==> src/verilog/gco_defs.vh <==
`ifndef GCO_DEFS_VH
`define GCO_DEFS_VH

// Register indexes; the byte address on the bus is four times the index.
`define GCO_IDX_NUM_LO 6'h28
`define GCO_IDX_NUM_HI 6'h29
`define GCO_IDX_DEN_LO 6'h2A
`define GCO_IDX_DEN_HI 6'h2B
`define GCO_IDX_CLK1 6'h2C
`define GCO_IDX_CLK2 6'h2D
`define GCO_IDX_CLK3 6'h2E
`define GCO_IDX_TRI 6'h2F

// Byte-address split of the bus address.
`define GCO_ADDR_IDX_HI 7
`define GCO_ADDR_IDX_LO 2
`define GCO_ADDR_ALIGN 2'b00

// Fields of the phase and divider words.
`define GCO_F_HALF 0
`define GCO_F_QUARTER 1
`define GCO_F_PHASE_LO 2
`define GCO_F_PHASE_HI 5
`define GCO_F_DRIVE 6
`define GCO_F_TRI_HI 1
`define GCO_F_TRI_LO 0

// Divider select codes, written as {quarter, half}.
`define GCO_DIV_FULL 2'b00
`define GCO_DIV_HALF 2'b01
`define GCO_DIV_QUARTER 2'b10
`define GCO_DIV_BOTH 2'b11

// Tristate code and reset values.
`define GCO_TRI_HIGHZ 2'b11
`define GCO_TRI_RESET 2'b00
`define GCO_CTRL_RESET 7'h00
`define GCO_RATIO_RESET 32'h0000_0000

// Divider counter values at which the half and quarter rate clocks toggle, and the counter step.
`define GCO_CNT_HALF_TOGGLE 1'b1
`define GCO_CNT_QUARTER_TOGGLE 2'b11
`define GCO_CNT_ONE 2'b01

// Nominal phase step in picoseconds; one tap of the delay line stands for it.
`define GCO_PHASE_STEP_PS 700

`endif

==> src/verilog/gco_clock_ctrl.v <==
`include "gco_defs.vh"

module gco_clock_ctrl #(
  parameter PHASE_W = 4,
  parameter RATIO_W = 32,
  parameter HALF_W = 16,
  parameter [31:0] DEF_NUM_STD0 = 32'h0000_0001,
  parameter [31:0] DEF_DEN_STD0 = 32'h0000_0001,
  parameter [31:0] DEF_NUM_STD1 = 32'h0000_0002,
  parameter [31:0] DEF_DEN_STD1 = 32'h0000_0001,
  parameter [31:0] DEF_NUM_STD2 = 32'h0000_0003,
  parameter [31:0] DEF_DEN_STD2 = 32'h0000_0002,
  parameter [31:0] DEF_NUM_STD3 = 32'h0000_0004,
  parameter [31:0] DEF_DEN_STD3 = 32'h0000_0003
) (
  // Clock and reset.
  input wire i_clk,
  input wire i_rst_n,
  // APB slave.
  input wire i_psel,
  input wire i_penable,
  input wire i_pwrite,
  input wire [7:0] i_paddr,
  input wire [31:0] i_pwdata,
  output wire [31:0] o_prdata,
  output wire o_pready,
  output wire o_pslverr,
  // Video timing inputs from logic on the same clock.
  input wire [1:0] i_video_std,
  input wire i_video_tick,
  input wire i_line_sync,
  // Genlock ratio.
  output wire [31:0] o_genlock_numerator,
  output wire [31:0] o_genlock_denominator,
  output wire o_ratio_written,
  // Pixel clock outputs.
  output wire o_first_pixel_clock_out,
  output wire o_first_clock_drive_strength,
  output wire o_second_pixel_clock_out,
  output wire o_second_clock_drive_strength,
  output wire o_differential_pixel_clock_out_p,
  output wire o_differential_pixel_clock_out_n,
  output wire o_differential_pixel_clock_out_oe
);

  localparam NCH = 3;
  localparam TAPS = 1 << PHASE_W;

  // Reset release through two flip-flops.
  reg rst_meta_q;
  reg rst_sync_q;
  always @(posedge i_clk or negedge i_rst_n) begin
    if (!i_rst_n) begin
      rst_meta_q <= 1'b0;
      rst_sync_q <= 1'b0;
    end else begin
      rst_meta_q <= 1'b1;
      rst_sync_q <= rst_meta_q;
    end
  end
  wire rst_n = rst_sync_q;

  // Bus timing, as software sees it.
  //
  // Every transfer is one setup cycle and exactly one access cycle. The
  // slave answers in the first access cycle, so a master never waits
  // longer than that. Read data is chosen from the address in the setup
  // cycle and captured into a flip-flop on that edge. That costs nothing
  // in latency, since the access cycle has to come anyway. It also keeps
  // the read path out of the bus timing.
  //
  // A write lands on the edge that closes the access cycle. The error
  // flag is decided in setup, so a refused write never reaches the
  // storage, not even for one cycle.
  //
  // Refused transfers are those to an index outside the eight words of
  // this block, or to a byte address that is not word aligned. They
  // answer with the error flag and zero read data, and change nothing.
  //
  // Back-to-back transfers are accepted. The next setup may follow the
  // access cycle at once, because the ready flop only looks at the
  // current setup cycle.
  //
  // The upper half of every read word is zero. Only the defined fields
  // of the control words are stored, so reserved bits read back as zero
  // whatever was written to them.
  //
  // Each half of a ratio is written on its own and takes effect at once.
  // Software that changes both halves of a live ratio passes through one
  // mixed value; if that matters it should change the low half last.
  // There is no shadow register, which keeps the write path simple.

  // Register storage. Only defined bits are kept; reserved bits read zero.
  reg [RATIO_W-1:0] num_q;
  reg [RATIO_W-1:0] den_q;
  reg [6:0] ctrl_q [0:NCH-1];
  reg [1:0] tri_q;
  reg [1:0] std_q;
  reg defaults_done_q;
  reg ratio_wr_q;
  reg [31:0] prdata_q;
  reg pready_q;
  reg pslverr_q;

  wire [5:0] idx = i_paddr[`GCO_ADDR_IDX_HI:`GCO_ADDR_IDX_LO];
  wire aligned = (i_paddr[1:0] == `GCO_ADDR_ALIGN);
  wire setup = i_psel && !i_penable;
  wire access = i_psel && i_penable && pready_q;
  wire wr = access && i_pwrite && !pslverr_q;

  function mapped;
    input [5:0] a;
    begin
      mapped = (a >= `GCO_IDX_NUM_LO) && (a <= `GCO_IDX_TRI);
    end
  endfunction

  // Default ratio for each output standard.
  function [2*RATIO_W-1:0] std_ratio;
    input [1:0] s;
    begin
      case (s)
        2'b00: std_ratio = {DEF_NUM_STD0, DEF_DEN_STD0};
        2'b01: std_ratio = {DEF_NUM_STD1, DEF_DEN_STD1};
        2'b10: std_ratio = {DEF_NUM_STD2, DEF_DEN_STD2};
        default: std_ratio = {DEF_NUM_STD3, DEF_DEN_STD3};
      endcase
    end
  endfunction

  wire [2*RATIO_W-1:0] def_ratio = std_ratio(i_video_std);
  // Defaults load once after reset and again whenever the standard changes.
  wire load_defaults = !defaults_done_q || (i_video_std != std_q);

  // Read data is captured in the setup cycle so it leaves a flip-flop.
  reg [31:0] rd_d;
  always @* begin
    rd_d = 32'h0000_0000;
    case (idx)
      `GCO_IDX_NUM_LO: rd_d[HALF_W-1:0] = num_q[HALF_W-1:0];
      `GCO_IDX_NUM_HI: rd_d[HALF_W-1:0] = num_q[RATIO_W-1:HALF_W];
      `GCO_IDX_DEN_LO: rd_d[HALF_W-1:0] = den_q[HALF_W-1:0];
      `GCO_IDX_DEN_HI: rd_d[HALF_W-1:0] = den_q[RATIO_W-1:HALF_W];
      `GCO_IDX_CLK1: rd_d[6:0] = ctrl_q[0];
      `GCO_IDX_CLK2: rd_d[6:0] = ctrl_q[1];
      `GCO_IDX_CLK3: rd_d[5:0] = ctrl_q[2][5:0];
      `GCO_IDX_TRI: rd_d[1:0] = tri_q;
      default: rd_d = 32'h0000_0000;
    endcase
  end

  always @(posedge i_clk or negedge rst_n) begin
    if (!rst_n) begin
      prdata_q <= 32'h0000_0000;
      pready_q <= 1'b0;
      pslverr_q <= 1'b0;
    end else begin
      pready_q <= setup;
      if (setup) begin
        pslverr_q <= !(aligned && mapped(idx));
        prdata_q <= (aligned && mapped(idx)) ? rd_d : 32'h0000_0000;
      end
    end
  end

  // Genlock ratio registers; a host write wins over a default reload.
  always @(posedge i_clk or negedge rst_n) begin
    if (!rst_n) begin
      num_q <= `GCO_RATIO_RESET;
      den_q <= `GCO_RATIO_RESET;
      std_q <= 2'b00;
      defaults_done_q <= 1'b0;
      ratio_wr_q <= 1'b0;
    end else begin
      std_q <= i_video_std;
      defaults_done_q <= 1'b1;
      ratio_wr_q <= 1'b0;
      if (load_defaults) begin
        num_q <= def_ratio[2*RATIO_W-1:RATIO_W];
        den_q <= def_ratio[RATIO_W-1:0];
      end
      if (wr) begin
        case (idx)
          `GCO_IDX_NUM_LO: num_q[HALF_W-1:0] <= i_pwdata[HALF_W-1:0];
          `GCO_IDX_NUM_HI: num_q[RATIO_W-1:HALF_W] <= i_pwdata[HALF_W-1:0];
          `GCO_IDX_DEN_LO: den_q[HALF_W-1:0] <= i_pwdata[HALF_W-1:0];
          `GCO_IDX_DEN_HI: den_q[RATIO_W-1:HALF_W] <= i_pwdata[HALF_W-1:0];
          default: ;
        endcase
        // A manual lock is the host loading its own ratio.
        if (idx >= `GCO_IDX_NUM_LO && idx <= `GCO_IDX_DEN_HI) begin
          ratio_wr_q <= 1'b1;
        end
      end
    end
  end

  // Control words. Bits that are reserved are dropped, so a stray one does no harm.
  always @(posedge i_clk or negedge rst_n) begin
    if (!rst_n) begin
      ctrl_q[0] <= `GCO_CTRL_RESET;
      ctrl_q[1] <= `GCO_CTRL_RESET;
      ctrl_q[2] <= `GCO_CTRL_RESET;
      tri_q <= `GCO_TRI_RESET;
    end else if (wr) begin
      case (idx)
        `GCO_IDX_CLK1: ctrl_q[0] <= i_pwdata[6:0];
        `GCO_IDX_CLK2: ctrl_q[1] <= i_pwdata[6:0];
        `GCO_IDX_CLK3: ctrl_q[2] <= {1'b0, i_pwdata[5:0]};
        `GCO_IDX_TRI: tri_q <= i_pwdata[`GCO_F_TRI_HI:`GCO_F_TRI_LO];
        default: ;
      endcase
    end
  end

  // Pixel clock timing, as a downstream device sees it.
  //
  // Each channel has a two-bit tick counter, a divided clock flop, a tap
  // line of one flop per phase step and an output flop. The output pin
  // therefore follows the divided clock by the phase setting plus two
  // cycles of the system clock.
  //
  // The line sync pulse clears every counter and divided clock in the
  // same cycle. All three channels then start from one common point, and
  // their skew against each other is set only by the phase fields.
  //
  // A change of divider takes effect on the next tick, a change of phase or of hold_low on the next system clock edge. The tap
  // line is not flushed, so a short pulse or a missing edge can appear on
  // the pin right after the change. Downstream logic that cannot bear a
  // glitch should be held off until the next line sync.
  //
  // The two single-ended clocks stop low when both divider bits are set.
  // The differential pair keeps running at the full rate in that case,
  // which is why the stop term leaves out the last channel.
  //
  // The pair has no drive-strength control. Its high impedance state is
  // set only by the two-bit field, and only the code with both bits set
  // releases the pins; the other three codes keep them driven.
  //
  // In the full setting the clock toggles on every tick, so its rate is half the tick rate. The phase
  // delay line uses one i_clk cycle per nominal step; a real pad would use
  // analogue taps, which this logic cannot model.
  wire [NCH-1:0] pclk_q;
  reg drive1_q;
  reg drive2_q;
  reg diff_n_q;
  reg diff_oe_q;

  genvar ch;
  generate
    for (ch = 0; ch < NCH; ch = ch + 1) begin : g_ch
      reg [1:0] cnt_q;
      reg div_clk_q;
      reg [TAPS-1:0] dly_q;
      wire [1:0] div_sel = {ctrl_q[ch][`GCO_F_QUARTER], ctrl_q[ch][`GCO_F_HALF]};
      wire [PHASE_W-1:0] phase = ctrl_q[ch][`GCO_F_PHASE_HI:`GCO_F_PHASE_LO];
      // Both bits set: single-ended clocks stop, the differential one runs full.
      wire hold_low = (div_sel == `GCO_DIV_BOTH) && (ch != NCH - 1);
      reg toggle;
      reg out_q;

      // Each channel keeps its own output flop, so every bit has one driver.
      assign pclk_q[ch] = out_q;

      always @* begin
        toggle = 1'b0;
        case (div_sel)
          `GCO_DIV_FULL: toggle = 1'b1;
          `GCO_DIV_HALF: toggle = (cnt_q[0] == `GCO_CNT_HALF_TOGGLE);
          `GCO_DIV_QUARTER: toggle = (cnt_q == `GCO_CNT_QUARTER_TOGGLE);
          `GCO_DIV_BOTH: toggle = (ch == NCH - 1);
          default: toggle = 1'b0;
        endcase
      end

      // Line sync restarts every divider so the clocks keep a fixed phase
      // to the timing outputs.
      always @(posedge i_clk or negedge rst_n) begin
        if (!rst_n) begin
          cnt_q <= 2'b00;
          div_clk_q <= 1'b0;
        end else if (i_line_sync) begin
          cnt_q <= 2'b00;
          div_clk_q <= 1'b0;
        end else if (i_video_tick) begin
          cnt_q <= cnt_q + `GCO_CNT_ONE;
          if (toggle) begin
            div_clk_q <= ~div_clk_q;
          end
        end
      end

      always @(posedge i_clk or negedge rst_n) begin
        if (!rst_n) begin
          dly_q <= {TAPS{1'b0}};
          out_q <= 1'b0;
        end else begin
          dly_q <= {dly_q[TAPS-2:0], div_clk_q};
          out_q <= hold_low ? 1'b0 : dly_q[phase];
        end
      end
    end
  endgenerate

  // The drive bits and the pair controls pass one flop, so every pin of the
  // block leaves a flip-flop. The drive bits reach the pads one cycle after
  // the write, which is harmless since they only set pad strength.
  //
  // The inverted half of the pair is taken from the same tap as the true
  // half. Both halves then carry the same delay and stay complementary.
  always @(posedge i_clk or negedge rst_n) begin
    if (!rst_n) begin
      drive1_q <= 1'b0;
      drive2_q <= 1'b0;
      diff_n_q <= 1'b1;
      diff_oe_q <= 1'b1;
    end else begin
      drive1_q <= ctrl_q[0][`GCO_F_DRIVE];
      drive2_q <= ctrl_q[1][`GCO_F_DRIVE];
      diff_n_q <= ~g_ch[NCH-1].dly_q[g_ch[NCH-1].phase];
      diff_oe_q <= (tri_q != `GCO_TRI_HIGHZ);
    end
  end

  assign o_prdata = prdata_q;
  assign o_pready = pready_q;
  assign o_pslverr = pslverr_q;
  assign o_genlock_numerator = num_q;
  assign o_genlock_denominator = den_q;
  assign o_ratio_written = ratio_wr_q;
  assign o_first_pixel_clock_out = pclk_q[0];
  assign o_first_clock_drive_strength = drive1_q;
  assign o_second_pixel_clock_out = pclk_q[1];
  assign o_second_clock_drive_strength = drive2_q;
  assign o_differential_pixel_clock_out_p = pclk_q[2];
  assign o_differential_pixel_clock_out_n = diff_n_q;
  assign o_differential_pixel_clock_out_oe = diff_oe_q;

endmodule

==> config.mk <==
export PLATFORM = sky130hd
export DESIGN_NAME = gco_clock_ctrl
export DESIGN_NICKNAME = d
export VERILOG_FILES = /design/src/verilog/gco_clock_ctrl.v
export VERILOG_INCLUDE_DIRS = /design/src /design/src/verilog
export SDC_FILE = /design/constraint.sdc
export NUM_CORES = 1
export LEC_CHECK = 0
export BUFFER_PORTS_ARGS = -buffer_cell sky130_fd_sc_hd__buf_2
export CAP_MARGIN = 40
export CORE_MARGIN = 8
export CORE_UTILIZATION = 49
export CTS_CLUSTER_DIAMETER = 60
export CTS_CLUSTER_SIZE = 24
export DETAILED_ROUTE_END_ITERATION = 10
export GPL_TIMING_DRIVEN = 0
export MAX_ROUTING_LAYER = met4
export PLACE_DENSITY = 0.76
export SYNTH_ARGS = -nofsm -noshare
export SYNTH_HDL_FRONTEND = slang
export SYNTH_SLANG_ARGS = --single-unit
==> constraint.sdc <==
create_clock -name i_clk -period 5.1 [get_ports i_clk]
set_clock_uncertainty 0.2 [all_clocks]
set_input_delay 1.02 -clock i_clk [delete_from_list [all_inputs] [get_ports i_clk]]
set_output_delay 1.02 -clock i_clk [all_outputs]
set_load 0.005 [all_outputs]
==> results.ini <==
[setup_path]
critPathMaxFanout = 10
endpoint_kind = register
r2r.worst_path.cells = 5
r2r_start = std_q[1]$_DFF_PN0_
reg2reg_slack_ps = 2560
max_stage_delay_ps = 740
path_cells = buf_2 -> xnor2_1 -> nand3_1 -> a21oi_1 -> buf_2 -> a22o_1
crit_required_ps = 5270
cpMostUsedCell = buf_2
path_class = input pin to register
slowest_stage = a21oi_1
cp.arrival_ps = 3090
r2r-end = o_genlock_numerator[25]$_DFF_PN0_
startpoint = i_video_std[1]
crit_path_start_kind = input pin

[timing]
fmax_mhz = 342
rsz0062_at_grt = no
fin_ws_ps = 2180
setup_violations = 0
post-route-period-util_pct = 57.3
worst_pin_slew_ps = 805
finalCriticalPeriod_ps = 2920
finalHoldViolCount = 0
drv_slew = 0
tns_ps = 0
worst_slew_margin_rel_pct = 46.1

[pwr]
intPower_mw = 2.28
p_clk_share_pct = 44.6
pwr-share-seq_pct = 49.1
switching_share_pct = 23.5
p_comb_share_pct = 6.3
leakage_nw = 4.49
powerDensity_nw_per_um2 = 335
vdd_drop_max_v = 0.000247
p_sw_mw = 0.698

[synthesis]
synth-edff-count = 0
netlist_area_um2 = 7290
synth_area_leaders = dfrtp_1 (59%), a22o_1 (8.3%), mux4_2 (7.1%)
yosys_register_bits = 174
synth_top_area_share_pct = 59.1
synth_warnings = 0
synthFlopType = dfrtp_1
syn_inst = 505
yosysUniqueCellTypes = 53
synth-seq-area-share_pct = 59.8
synth_top_cell_by_area = dfrtp_1
syn_area_per_cell_um2 = 14.4
postSynth.asyncResetShare_pct = 100

[drt]
wl_per_cell_um = 22.7
dr_total_vias = 5084
postRouteAntennaNets = 0
dr.pass1.iters = 4
drc_errors = 0
drt-initial-drc-count = 377
drt-total-wl_mm = 19.5
vias_per_cell = 5.91

[floorplanning]
die-area_um2 = 19000
die_x_um = 138
start_util_pct = 50.1
rows = 44
die_y_um = 138
core_area_um2 = 14500
io_pins = 155

[placed_design]
gp_congestion = 0.894
port_buffers = 119
dpl_worst_slack_ps = 1780
dpl.cell_count = 827
dp_hpwl_mm = 13.9
place_area_um2 = 8250

[global_routing]
grt_pass1_wl_mm = 30.3
grt_max_degree = 69
grt_remaining_overflow = 0
grt_use_total_pct = 22.0
antenna_found_initial = 0
grt_pass1_vias = 5329

[clock_network]
clock_latency_ps = 430
clockBufferDepth = 2
clk_pin_slew_ps = 70
cts_tree = built
h-tree-depth = 4
cts_root_buf = clkbuf_16
cts_buffers = 17
cts_sinks = 174

[min_path]
hp-class = register to async pin

[layout]
final_nets = 721
drive_above_1_share_pct = 37.4
fin_cells = 860
post-route-util_pct = 61.1
num_antenna_cells = 0
syn_to_final_growth_pct = 21.8
fin_area_um2 = 8870

[flow_run]
maxCapViolations = 0

[status]
status = finished, final reports clean

placed cells by master (no fill, tap or decap), drive strengths merged, types with 7 or more instances in the layout:
master / n
nand2: 17
ha: 9
dfrtp: 172
nor2: 18
a22o: 69
mux4: 23
clkinv: 7
o21ai: 13
a221oi: 7
inv: 13
nand2b: 7
buf: 157
nor2b: 7
clkbuf: 26
mux2i: 14
conb: 18
mux2: 31
final cells by class:
class,count,area [um^2]
fillers,1149,5660
flip-flops and latches,174,4360
multi-input cells,292,2690
repair buffers,123,681
clock buffers,17,425
plain buffers,44,255
well taps,184,230
clock inverters,15,188
inverters,11,41.3
worst max-delay path: cells and delay by family:
kind / cells / cell delay (ps)
xor+xnor: 1 / 200
compound gates: 2 / 920
simple gates: 1 / 390
buf+inv: 2 / 540
through the flow:
| step | hold slack [ps] | power (mW) |
|---|---|---|
| after floorplan | 131 | 1.59 |
| after global placement | 137 | 1.65 |
| after detailed placement | -101 | 1.67 |
| after CTS | 151 | 2.99 |
| after global routing | 149 | 3.08 |
| final | 145 | 2.98 |
routing by layer:
| layer | global-route usage [%] | wire length (um) | part of all wire [%] |
|---|---|---|---|
| met1 | 27.7 | 8160 | 42 |
| met2 | 33.1 | 9420 | 48 |
| met3 | 5.58 | 1320 | 6.8 |
| met4 | 9.91 | 602 | 3.1 |
| met5 | - | 0 | 0 |
cells in the mapped netlist, drive strengths merged, types with 6 or more instances:
cell type    n
dfrtp      172
a22o        69
buf         35
mux2        31
mux4        23
nor2        18
nand2       17
mux2i       14
o21ai       13
inv         11
clkbuf       9
ha           9
a221oi       7
nand2b       7
nor2b        7
nor3         6
xnor2        6
logic make-up (layout without fill, tap and decap cells):
kind of cell    after synthesis  in the layout  share of synthesized area, %
fa+ha+maj                     9              9                          1.55
buf+inv                      55            210                          4.07
other cells                   2             18                         0.103
flops                       174            174                          59.8
mux                          68             68                          14.2
simple gates                 77             77                          6.96
compound gates              114            114                          12.6
xor+xnor                      6              6                         0.721
worst max path at each step:
stage | to | slack [ps] | cells past startpoint
2_1_floorplan | ctrl_q[0]$_DFFE_PN0P_ | 2030 | 0
3_5_place_dp | o_genlock_numerator[26]$_DFF_PN0_ | 1780 | 6
6_report | o_genlock_numerator[25]$_DFF_PN0_ | 2180 | 6
5_1_grt | o_genlock_numerator[25]$_DFF_PN0_ | 2000 | 6
3_3_place_gp | o_pready$_DFF_PN0_ | 1270 | 0
4_1_cts | o_genlock_numerator[26]$_DFF_PN0_ | 2220 | 6
flip-flops by register name, summed over array words and instances, names as in the netlist, 2 cells and up:
register,flops
ctrl_q,20
o_genlock_numerator,32
tri_q,2
std_q,2
o_genlock_denominator,32
g_ch.div_clk_q,3
g_ch.dly_q,48
o_prdata,16
g_ch.cnt_q,6
power groups by stage:
stage	combinational [mW]	sequential, mW	clock (mW)
detailed placement	0.187	1.48	0
global placement	0.149	1.50	0
finish	0.189	1.46	1.33
global route	0.207	1.46	1.41
CTS	0.189	1.46	1.35
floorplan	0.0944	1.49	0
what timing repair did:
action | 4_1_cts | 5_1_grt
hold endpoints to repair | 1 | 0
endpoints found under the setup margin | 0 | 0
gates resized for setup | 0 | 0
hold buffers | 1 | 0
setup buffers | 0 | 0
No activity file was read; power rests on OpenSTA's default activity.
